[config.mk]
export PLATFORM = sky130hd
export DESIGN_NAME = rtsp_timer_unit
export DESIGN_NICKNAME = d
export VERILOG_FILES = /design/src/rtsp_pkg.sv /design/src/rtsp_timer_unit.sv /design/src/rtsp_pin_filter.sv /design/src/rtsp_down_timer.sv
export SDC_FILE = /design/constraint.sdc
export NUM_CORES = 1
export LEC_CHECK = 0
export BUFFER_PORTS_ARGS = -buffer_cell sky130_fd_sc_hd__buf_4
export CORE_AREA = 2 2 88 69
export DETAILED_ROUTE_END_ITERATION = 16
export DIE_AREA = 0 0 90 71
export PLACE_DENSITY = 0.82
export RECOVER_POWER = 50
export SKIP_LAST_GASP = 1
export SLEW_MARGIN = 5
export SYNTH_ARGS = -nofsm -noshare
export SYNTH_HDL_FRONTEND = slang
export SYNTH_HIERARCHICAL = 1
export SYNTH_SLANG_ARGS = --single-unit
[constraint.sdc]
create_clock -name mclk -period 4.2 [get_ports mclk]
set_input_delay 0.21 -clock mclk [delete_from_list [all_inputs] [get_ports mclk]]
set_output_delay 0.21 -clock mclk [all_outputs]
set_load 0.05 [all_outputs]
[src/rtsp_pkg.sv]
// Shared constants and types for the reload timer pair.
package rtsp_pkg;
    // Counter width of both timers.
    localparam int RTSP_TW = 8;
    // First timer control register bit positions.
    localparam int RTSP_W1_SYNC_SEL = 0;
    localparam int RTSP_W1_T1_RUN   = 1;
    localparam int RTSP_W1_PDIV     = 2;
    localparam int RTSP_W1_PRUN     = 3;
    // Second timer control register bit positions.
    localparam int RTSP_W2_SRC_LO   = 0;
    localparam int RTSP_W2_SRC_HI   = 1;
    localparam int RTSP_W2_AUTOSTOP = 2;
    localparam int RTSP_W2_T2_RUN   = 3;
    // Pin function register bit positions.
    localparam int RTSP_W6_FUNC = 0;
    localparam int RTSP_W6_OSEL = 1;
    // Interrupt pin control register bit positions.
    localparam int RTSP_I1_EN   = 0;
    localparam int RTSP_I1_BOTH = 1;
    localparam int RTSP_I1_POL  = 2;
    // Interrupt select register bit positions.
    localparam int RTSP_V1_T1 = 0;
    localparam int RTSP_V1_T2 = 1;
    // Prescaler division ratios in instruction clock cycles.
    localparam int RTSP_PRESC_DIV_FAST = 4;
    localparam int RTSP_PRESC_DIV_SLOW = 16;
    localparam int RTSP_PRESC_CW       = 5;
    // Values after reset.
    localparam logic [RTSP_TW-1:0] RTSP_CNT_RST = 8'h00;
    localparam logic               RTSP_PIN_RST = 1'h1;
    // Second timer count source codes.
    typedef enum logic [1:0] {
        RTSP_SRC_T1UF   = 2'h0,
        RTSP_SRC_PRESC  = 2'h1,
        RTSP_SRC_PIN    = 2'h2,
        RTSP_SRC_SYSCLK = 2'h3
    } rtsp_src_t;
endpackage

[src/rtsp_timer_unit.sv]
// Timer unit: reload timer pair, start synchronisation, counter pin.
`timescale 1ns/1ps
`default_nettype none
module rtsp_timer_unit #(
    parameter int PRESC_DIV_FAST = rtsp_pkg::RTSP_PRESC_DIV_FAST,
    parameter int PRESC_DIV_SLOW = rtsp_pkg::RTSP_PRESC_DIV_SLOW
) (
    input  wire logic mclk,                       // Instruction clock.
    input  wire logic arst_n,                     // Reset, active low.
    input  wire logic [3:0] first_timer_control_register,  // Sync/run/psc.
    input  wire logic [3:0] second_timer_control_register, // Src/stop/run.
    input  wire logic [1:0] pin_function_register,         // Pin function.
    input  wire logic [2:0] interrupt_pin_control_register, // Edge setup.
    input  wire logic [1:0] interrupt_select_register,     // Irq enables.
    input  wire logic load_first_timer_and_reload_instr,   // Load strobe.
    input  wire logic write_first_reload_instr,            // Reload strobe.
    input  wire logic load_second_timer_and_reload_instr,  // Load strobe.
    input  wire logic [rtsp_pkg::RTSP_TW-1:0] instr_data,  // Load value.
    input  wire logic skip_on_first_timer_flag,   // Skip test strobe.
    input  wire logic skip_on_second_timer_flag,  // Skip test strobe.
    input  wire logic first_timer_int_ack,        // Interrupt taken.
    input  wire logic second_timer_int_ack,       // Interrupt taken.
    input  wire logic int_pin,                    // External interrupt pin.
    input  wire logic counter_pin_in,             // Counter pin level.
    output logic [rtsp_pkg::RTSP_TW-1:0] first_timer_count,  // Count.
    output logic [rtsp_pkg::RTSP_TW-1:0] second_timer_count, // Count.
    output logic first_timer_underflow_flag,      // Request flag.
    output logic second_timer_underflow_flag,     // Request flag.
    output logic first_timer_irq,                 // Interrupt request.
    output logic second_timer_irq,                // Interrupt request.
    output logic skip_next,                       // Skip answer pulse.
    output logic counter_pin_out,                 // Pin output level.
    output logic counter_pin_oe,                  // Pin output enable.
    output logic sync_active                      // Sync circuit state.
);
    import rtsp_pkg::*;

    localparam logic [RTSP_PRESC_CW-1:0] PSC_FAST_LAST =
        RTSP_PRESC_CW'(PRESC_DIV_FAST - 1);
    localparam logic [RTSP_PRESC_CW-1:0] PSC_SLOW_LAST =
        RTSP_PRESC_CW'(PRESC_DIV_SLOW - 1);

    typedef struct packed {
        logic [RTSP_PRESC_CW-1:0] psc_cnt;
        logic                     psc_tick;
        logic                     int_prev;
        logic                     cpin_prev;
        logic                     sync_on;
        logic                     flag1;
        logic                     flag2;
        logic                     irq1;
        logic                     irq2;
        logic                     skip;
        logic                     pin_out;
        logic                     pin_oe;
    } rtsp_top_state_t;

    rtsp_top_state_t s;
    rtsp_top_state_t next_s;

    logic                 int_lvl;
    logic                 cpin_lvl;
    logic                 int_edge;
    logic                 cpin_fall;
    logic                 t1_tick;
    logic                 t2_tick;
    logic                 t1_uf;
    logic                 t2_uf;
    logic                 autostop;
    logic [RTSP_TW-1:0]   t1_cnt;
    logic [RTSP_TW-1:0]   t2_cnt;
    rtsp_src_t            t2_src;

    // Both pins pass four flip-flops before any edge logic sees them.
    rtsp_pin_filter u_int_filter (
        .mclk   (mclk),
        .arst_n (arst_n),
        .pin    (int_pin),
        .level  (int_lvl)
    );

    rtsp_pin_filter u_cpin_filter (
        .mclk   (mclk),
        .arst_n (arst_n),
        .pin    (counter_pin_in),
        .level  (cpin_lvl)
    );

    // Edge selection on the filtered interrupt pin level.
    always_comb begin
        if (interrupt_pin_control_register[RTSP_I1_BOTH]) begin
            int_edge = int_lvl != s.int_prev;
        end else if (interrupt_pin_control_register[RTSP_I1_POL]) begin
            int_edge = int_lvl && !s.int_prev;
        end else begin
            int_edge = !int_lvl && s.int_prev;
        end
    end

    // Count source routing. The first timer runs from the prescaler; while
    // the sync circuit is selected that source is gated by its state.
    assign cpin_fall = s.cpin_prev && !cpin_lvl;
    assign t1_tick   = s.psc_tick &&
        (!first_timer_control_register[RTSP_W1_SYNC_SEL] ||
         s.sync_on);
    assign autostop  = t1_uf &&
        second_timer_control_register[RTSP_W2_AUTOSTOP] &&
        first_timer_control_register[RTSP_W1_SYNC_SEL];
    assign t2_src    = rtsp_src_t'(second_timer_control_register[
        RTSP_W2_SRC_HI:RTSP_W2_SRC_LO]);

    // Second timer source multiplexer.
    always_comb begin
        unique case (t2_src)
            RTSP_SRC_T1UF:   t2_tick = t1_uf;
            RTSP_SRC_PRESC:  t2_tick = s.psc_tick;
            RTSP_SRC_PIN:    t2_tick = cpin_fall;
            RTSP_SRC_SYSCLK: t2_tick = 1'b1;
        endcase
    end

    rtsp_down_timer #(.WIDTH(RTSP_TW)) u_first_timer (
        .mclk      (mclk),
        .arst_n    (arst_n),
        .run       (first_timer_control_register[RTSP_W1_T1_RUN]),
        .tick      (t1_tick),
        .load      (load_first_timer_and_reload_instr),
        .wr_reload (write_first_reload_instr),
        .data      (instr_data),
        .count     (t1_cnt),
        .underflow (t1_uf)
    );

    // The second timer has no separate reload write instruction.
    rtsp_down_timer #(.WIDTH(RTSP_TW)) u_second_timer (
        .mclk      (mclk),
        .arst_n    (arst_n),
        .run       (second_timer_control_register[RTSP_W2_T2_RUN]),
        .tick      (t2_tick),
        .load      (load_second_timer_and_reload_instr),
        .wr_reload (1'b0),
        .data      (instr_data),
        .count     (t2_cnt),
        .underflow (t2_uf)
    );

    // Next-state logic for prescaler, sync circuit, flags and pin.
    always_comb begin
        next_s           = s;
        next_s.psc_tick  = 1'b0;
        next_s.int_prev  = int_lvl;
        next_s.cpin_prev = cpin_lvl;
        // A stopped prescaler restarts from zero, so the ratio is clean.
        if (!first_timer_control_register[RTSP_W1_PRUN]) begin
            next_s.psc_cnt = '0;
        end else if (s.psc_cnt == (first_timer_control_register[RTSP_W1_PDIV]
                     ? PSC_SLOW_LAST : PSC_FAST_LAST)) begin
            next_s.psc_cnt  = '0;
            next_s.psc_tick = 1'b1;
        end else begin
            next_s.psc_cnt = s.psc_cnt + 1'b1;
        end
        // A valid edge wins over an auto-stop in the same cycle.
        if (!interrupt_pin_control_register[RTSP_I1_EN]) begin
            next_s.sync_on = 1'b0;
        end else if (int_edge &&
                     first_timer_control_register[RTSP_W1_SYNC_SEL]) begin
            next_s.sync_on = 1'b1;
        end else if (autostop) begin
            next_s.sync_on = 1'b0;
        end
        // Flags: an underflow wins over an acknowledge or a skip.
        if (t1_uf) begin
            next_s.flag1 = 1'b1;
        end else if (first_timer_int_ack ||
                     (skip_on_first_timer_flag && s.flag1)) begin
            next_s.flag1 = 1'b0;
        end
        if (t2_uf) begin
            next_s.flag2 = 1'b1;
        end else if (second_timer_int_ack ||
                     (skip_on_second_timer_flag && s.flag2)) begin
            next_s.flag2 = 1'b0;
        end
        next_s.skip = (skip_on_first_timer_flag && s.flag1) ||
                      (skip_on_second_timer_flag && s.flag2);
        next_s.irq1 = next_s.flag1 &&
                      interrupt_select_register[RTSP_V1_T1];
        next_s.irq2 = next_s.flag2 &&
                      interrupt_select_register[RTSP_V1_T2];
        // Counter pin: halved underflow of the chosen timer.
        next_s.pin_oe = pin_function_register[RTSP_W6_FUNC];
        if (pin_function_register[RTSP_W6_OSEL] ? t2_uf : t1_uf) begin
            next_s.pin_out = !s.pin_out;
        end
    end

    // State register; reset clears flags, sync circuit and toggle.
    always_ff @(posedge mclk or negedge arst_n) begin
        if (!arst_n) begin
            s <= '{'0, 1'b0, RTSP_PIN_RST, RTSP_PIN_RST,
                   1'b0, 1'b0, 1'b0, 1'b0, 1'b0, 1'b0,
                   1'b0, 1'b0};
        end else begin
            s <= next_s;
        end
    end

    assign first_timer_count           = t1_cnt;
    assign second_timer_count          = t2_cnt;
    assign first_timer_underflow_flag  = s.flag1;
    assign second_timer_underflow_flag = s.flag2;
    assign first_timer_irq             = s.irq1;
    assign second_timer_irq            = s.irq2;
    assign skip_next                   = s.skip;
    assign counter_pin_out             = s.pin_out;
    assign counter_pin_oe              = s.pin_oe;
    assign sync_active                 = s.sync_on;
endmodule // rtsp_timer_unit
`default_nettype wire

[src/rtsp_pin_filter.sv]
// Three-stage pin synchroniser with agreement filter.
`timescale 1ns/1ps
`default_nettype none
module rtsp_pin_filter (
    input  wire logic mclk,    // Instruction clock.
    input  wire logic arst_n,  // Asynchronous reset, active low.
    input  wire logic pin,     // Raw pin level.
    output logic      level    // Filtered level.
);
    import rtsp_pkg::*;

    typedef struct packed {
        logic s1;
        logic s2;
        logic s3;
        logic lvl;
    } rtsp_flt_state_t;

    rtsp_flt_state_t s;
    rtsp_flt_state_t next_s;

    // The first stage feeds only the second; the level moves only once the
    // second and third stages agree, so a single-cycle glitch is ignored.
    always_comb begin
        next_s    = s;
        next_s.s1 = pin;
        next_s.s2 = s.s1;
        next_s.s3 = s.s2;
        if (s.s2 == s.s3) begin
            next_s.lvl = s.s3;
        end
    end

    // State register.
    always_ff @(posedge mclk or negedge arst_n) begin
        if (!arst_n) begin
            s <= '{RTSP_PIN_RST, RTSP_PIN_RST, RTSP_PIN_RST, RTSP_PIN_RST};
        end else begin
            s <= next_s;
        end
    end

    assign level = s.lvl;
endmodule // rtsp_pin_filter
`default_nettype wire

[src/rtsp_down_timer.sv]
// Down counter with reload register and underflow pulse.
`timescale 1ns/1ps
`default_nettype none
module rtsp_down_timer #(
    parameter int WIDTH = rtsp_pkg::RTSP_TW
) (
    input  wire logic             mclk,      // Instruction clock.
    input  wire logic             arst_n,    // Asynchronous reset, active low.
    input  wire logic             run,       // Counting enabled.
    input  wire logic             tick,      // Count source pulse.
    input  wire logic             load,      // Write counter and reload.
    input  wire logic             wr_reload, // Write reload register only.
    input  wire logic [WIDTH-1:0] data,      // Value to write.
    output logic      [WIDTH-1:0] count,     // Present count.
    output logic                  underflow  // One-cycle underflow pulse.
);
    import rtsp_pkg::*;

    typedef struct packed {
        logic [WIDTH-1:0] cnt;
        logic [WIDTH-1:0] rld;
        logic             uf;
    } rtsp_tmr_state_t;

    rtsp_tmr_state_t s;
    rtsp_tmr_state_t next_s;

    // A load writes counter and reload together; a pulse at zero reloads.
    always_comb begin
        next_s    = s;
        next_s.uf = 1'b0;
        if (load) begin
            next_s.cnt = data;
            next_s.rld = data;
        end else begin
            if (wr_reload) begin
                next_s.rld = data;
            end
            if (run && tick) begin
                if (s.cnt == '0) begin
                    next_s.cnt = wr_reload ? data : s.rld;
                    next_s.uf  = 1'b1;
                end else begin
                    next_s.cnt = s.cnt - 1'b1;
                end
            end
        end
    end

    // State register.
    always_ff @(posedge mclk or negedge arst_n) begin
        if (!arst_n) begin
            s <= '{'0, '0, 1'b0};
        end else begin
            s <= next_s;
        end
    end

    assign count     = s.cnt;
    assign underflow = s.uf;
endmodule // rtsp_down_timer
`default_nettype wire

* Word-level counts from Yosys, hierarchy flattened
Cells that the tools add are included.
** Word-level totals
- Register bits :: 58
- Logic and storage cells :: 93
** Operators by class
- Add/subtract/negate cells :: 3
- Equal/unequal tests :: 8
- Multiplexer cells :: 29
- Reduce and logical (&&, ||, !) cells :: 27
** Operators by type and width (number)
- 2-to-1 mux 8 bit :: 5
- 2-to-1 mux 16 bit :: 2
- 2-to-1 mux 1 bit :: 18
- zero test 8 bit :: 2
- subtractor 8 x 1 -> 8 bit, second input constant :: 2
- logical AND 1 bit :: 13
- 2-to-1 mux 5 bit :: 2
- adder 5 x 1 -> 5 bit, second input constant :: 1
- == test 5 x 4 -> 1 bit :: 1
- zero test 1 bit :: 5
- == test 2 bit, second input constant :: 2
- logical OR 1 bit :: 4
- 2-to-1 mux 4 bit :: 1
- one-hot mux 1 bit (4 select lines) :: 1
- nonzero test 2 bit :: 2
- inequality test 3 x 1 -> 1 bit, second input constant :: 1
- == test 1 bit :: 2
- == test 2 x 1 -> 1 bit, second input constant :: 1
- zero test 2 bit :: 1
- inequality test 1 bit :: 1

* Depth between registers and ports, before layout
- Depth in word-level cells :: 7
- Depth in mapped cells :: 7

* Hierarchy
The synthesis kept the hierarchy.
** Modules (own cells, without submodules)
- rtsp_down_timer :: times used 2, cells each 114, area an instance 1122.3 um2, sequential area each 425.4 um2
- rtsp_timer_unit :: times used 1, cells each 60, area an instance 698.2 um2, sequential area each 402.9 um2
- rtsp_pin_filter :: times used 2, cells each 5, area an instance 116.4 um2, sequential area each 105.1 um2

* Least setup slack after synthesis
Ideal clock, no wire load.
- Path type :: reg2reg
- Start point :: register s (netlist bit sync_active)
- End point :: register u_first_timer.s (netlist bit u_first_timer/count[7])
- Setup time :: 104 ps
- Arrival :: 1661 ps
- Data required time :: 4096 ps
- Setup slack :: 2435 ps
- Cell stages (with the launch flop) :: 7
- Buffers on the path :: 0
- Period minus slack after synthesis :: 1765 ps
- Cells stage by stage :: dfrtp_1 > inv_1 > a21boi_0 > and2_1 > and3_2 > a211oi_1 > a221oi_1
** On the way
- Word-level cells in the longest chain between the ends :: 4
** Ends and longest elaborated chain
- start, declared :: line rtsp_timer_unit.sv:58 : rtsp_top_state_t s;
- start signal, assigned :: line rtsp_timer_unit.sv:201 : s <= '{'0, 1'b0, RTSP_PIN_RST, RTSP_PIN_RST,
- start signal, assigned :: line rtsp_timer_unit.sv:205 : s <= next_s;
- logical OR 1 bit :: line rtsp_timer_unit.sv:104 : (!first_timer_control_register[RTSP_W1_SYNC_SEL] ||
- logical AND 1 bit :: line rtsp_timer_unit.sv:103 : assign t1_tick = s.psc_tick &&
- named net t1_tick :: line rtsp_timer_unit.sv:65 : logic t1_tick;
- logical AND 1 bit :: line rtsp_down_timer.sv:39 : if (run && tick) begin
- nonzero test 2 bit (no source line)
- end signal, assigned :: line rtsp_down_timer.sv:53 : s <= '{'0, '0, 1'b0};
- end signal, assigned :: line rtsp_down_timer.sv:55 : s <= next_s;
- end, declared :: line rtsp_down_timer.sv:25 : rtsp_tmr_state_t s;
The timed path passes the listed nets, and every way through them passes these cells.
A chain may end at the register's enable or synchronous reset.

* Worst setup path in the final report
- Start point :: register u_cpin_filter.s (netlist bit u_cpin_filter/level)
- End point :: register u_second_timer.s (netlist bit u_second_timer/count[6])
** On the way
- Word-level cells in the longest chain between the ends :: 5
** Ends and longest elaborated chain
- start, declared :: line rtsp_pin_filter.sv:19 : rtsp_flt_state_t s;
- start signal, assigned :: line rtsp_pin_filter.sv:37 : s <= '{RTSP_PIN_RST, RTSP_PIN_RST, RTSP_PIN_RST, RTSP_PIN_RST};
- start signal, assigned :: line rtsp_pin_filter.sv:39 : s <= next_s;
- zero test 1 bit :: line rtsp_timer_unit.sv:102 : assign cpin_fall = s.cpin_prev && !cpin_lvl;
- logical AND 1 bit :: line rtsp_timer_unit.sv:102
- one-hot mux 1 bit (4 select lines) :: line rtsp_timer_unit.sv:114 : unique case (t2_src)
- named net t2_tick :: line rtsp_timer_unit.sv:66 : logic t2_tick;
- logical AND 1 bit :: line rtsp_down_timer.sv:39
- nonzero test 2 bit (no source line)
- end signal, assigned :: line rtsp_down_timer.sv:53
- end signal, assigned :: line rtsp_down_timer.sv:55
- end, declared :: line rtsp_down_timer.sv:25
The timed path passes the listed nets, and every way through them passes these cells.

==> reports/qor.yml <==
grt-ovfl-total: 0
die_area_um2: 6390
worstMarginPinSlew_ps: 1040
status: "complete, no violations"
cts-root-buf: "clkbuf_8"
cts_tree: "built"
slew_headroom_pct: 30.9
critical_path_class: "flop to flop"
report.power.total_mw: 1.40
hpwl_mm: 4.92
clockBufferDepth: 2
netlist.area_leader.share_pct: 37.8
diodes: 0
worstSetupStartpoint: "u_cpin_filter/level"
rr_startpoint: "u_cpin_filter/level"
ant_nets: 0
initial_core_util_pct: 56.9
drv_cap: 0
cts_buffers: 9
rows: 24
multiInputGateArea_um2: 1510
drv_slew: 0
synth_area_leader_cell: "dfrtp_1"
crit_path_end_kind: "flop"
holdPathEnd: "second_timer_irq"
area_delta_synth_final_pct: 18.2
finClkSkew_ps: 7.88
syn_area_per_cell_um2: 10.7
synth_common_cells: "dfrtp_1 (48), nor2_1 (26), mux2_2 (25), a21oi_1 (21), buf_4 (16)"
regArea_um2: 1460
min_from: "interrupt_select_register[1]"
seq_area_frac_synth_pct: 46.1
synth_area_um2: 3180
antenna_found_initial: 0
clk_latency_ps: 330
clock.fmax_mhz: 518
period_needed_ps: 1930
fillers: 445
ir_drop_uv: 210
post-place-ws_ps: 2320
yosys_warnings: 6
clkSinkCount: 58
first_iter_violations: 171
die_w_um: 90
rsz0062_at_grt: "no"
r2r_cells: 7
fin_ws_ps: 2270
setup_viol: 0
pwr_density_cell_nw_per_um2: 373
syn-num-nets: 339
core-area_um2: 5590
r2r-end: "u_second_timer/count[6]"
ff2ff_setup_slack_ps: 2270
period_share_pct: 45.9
wl_per_cell_um: 16.2
viasPerCell: 5.60
drt_wl_total_mm: 6.95
drc: 0
critPathMaxFanout: 7
hold_viol: 0
synth_cell_types: 44
synth.most_common_cell: "dfrtp_1"
route.vias.total: 2408
cts_resized: 0
syn_inst: 298
first_pass_iters: 4
num_io_pins: 58
io_buffers: 57
async_flop_share_pct: 100
grt_pass1_wl_mm: 11.6
grt_max_degree: 59
crit_required_ps: 4440
gp_congestion: 0.906
hold_depth: 2
cp-start-kind: "flop"
synth-edff-count: 0
hold_path.class: "primary input to flop"
arrival_ps: 2170
ys.flop_type: "dfrtp_1"
grt_pass1_vias: 2461
leakagePower_nw: 1.76
die_y_um: 71
grt.total_usage_pct: 23.3
layout-drive-gt1-share_pct: 33.5
yosys-top-cells-area: "dfrtp_1 (38%), mux2_2 (8.9%), dfstp_2 (8.3%), mux2i_1 (4.1%), buf_4 (3.8%)"
htreeDepth: 3
nets: 389
setup_tns_ps: 0
synth-seq-cells: 58
clkTransAtPathRegs_ps: 70
[sequential cells by signal, indices dropped and copies added (netlist names), 2 cells and up]
signal,count
s,8
u_cpin_filter/next_s,2
u_first_timer/count,8
u_first_timer/s,8
u_int_filter/next_s,2
u_second_timer/count,8
u_second_timer/s,8
[layout make-up]
cell class	instances	share of cell area (%)
clock inverter	5	0.833
tap	78	2.60
clock buffer	10	3.67
multi-input combinational	204	40.3
inverter	14	1.40
sequential	58	39.0
timing repair buffer	61	12.3
[how the worst max path moves through the flow]
stage,to,slack (ps),cells past startpoint
after floorplan,u_first_timer/count[7],2440,6
after global placement,u_first_timer/count[1],2380,6
after detailed placement,u_second_timer/count[1],2320,6
after CTS,u_second_timer/count[1],2300,6
after global routing,u_second_timer/count[7],2110,7
final,u_second_timer/count[6],2270,7
[metrics by stage]
| step | hold slack (ps) | std cells | cell area [um2] | utilization, % |
|---|---|---|---|---|
| final | 80.3 | 430 | 3750 | 67.2 |
| after detailed placement | 318 | 411 | 3560 | 63.7 |
| after global placement | 312 | 411 | 3560 | 63.7 |
| after floorplan | -85.6 | 298 | 3180 | - |
| after global routing | 67.4 | 430 | 3750 | 67.2 |
| after CTS | 66.2 | 430 | 3760 | 67.4 |
[power breakdown]
group          internal, mW  switching, mW
sequential            0.605         0.0439
combinational         0.127          0.183
clock                 0.224          0.216
total                 0.956          0.443
[cell families after synthesis]
kind of cell | after synthesis | share of synthesized area, %
AOI/OAI and AO/OA | 56 | 11.1
xor gates and xnor gates | 8 | 2.21
adders and majority gates | 9 | 3.47
buffers and inverters | 36 | 6.23
DFF | 58 | 46.1
muxes | 40 | 13.9
other | 1 | 0.118
and+or+nand+nor | 90 | 16.9
[cells in the final DEF, fill, tap and decap left out, drive strengths merged, types with 2 or more instances in the layout]
master,count
buf,52
dfrtp,48
nor2,28
mux2,27
a21oi,22
clkbuf,15
inv,14
mux2i,13
o21ai,12
nor3b,11
dfstp,10
nand2,9
nand3,9
xor2,7
ha,7
and2,6
nor3,6
nor2b,5
dlygate4sd3,4
nand4,4
or2,4
a211oi,4
o31ai,4
clkinv,4
and3,4
a221oi,3
a21o,2
maj3,2
and2b,2
o211a,2
o22ai,2
a221o,2
[worst max-delay path: stages, from the launching register on]
cell      delay (ps)
dfstp_1          390
nor2b_1          130
a221oi_1          80
a21oi_1          310
nand2_1          120
nor2_1           390
o21ai_0          180
o21ai_0          230
[timing repair]
action | 4_1_cts | 5_1_grt
hold endpoints to repair | 51 | 0
hold buffers | 4 | 0
buffers inserted | 0 | 0
[routing by layer]
layer	part of all wire [%]	wire length [um]	track usage, %
met5	0	0	0
met3	6.0	417	7.24
met1	46	3170	30.1
met2	47	3260	37.7
met4	1.4	98	8.21
Power figures use the tool's default switching activity.
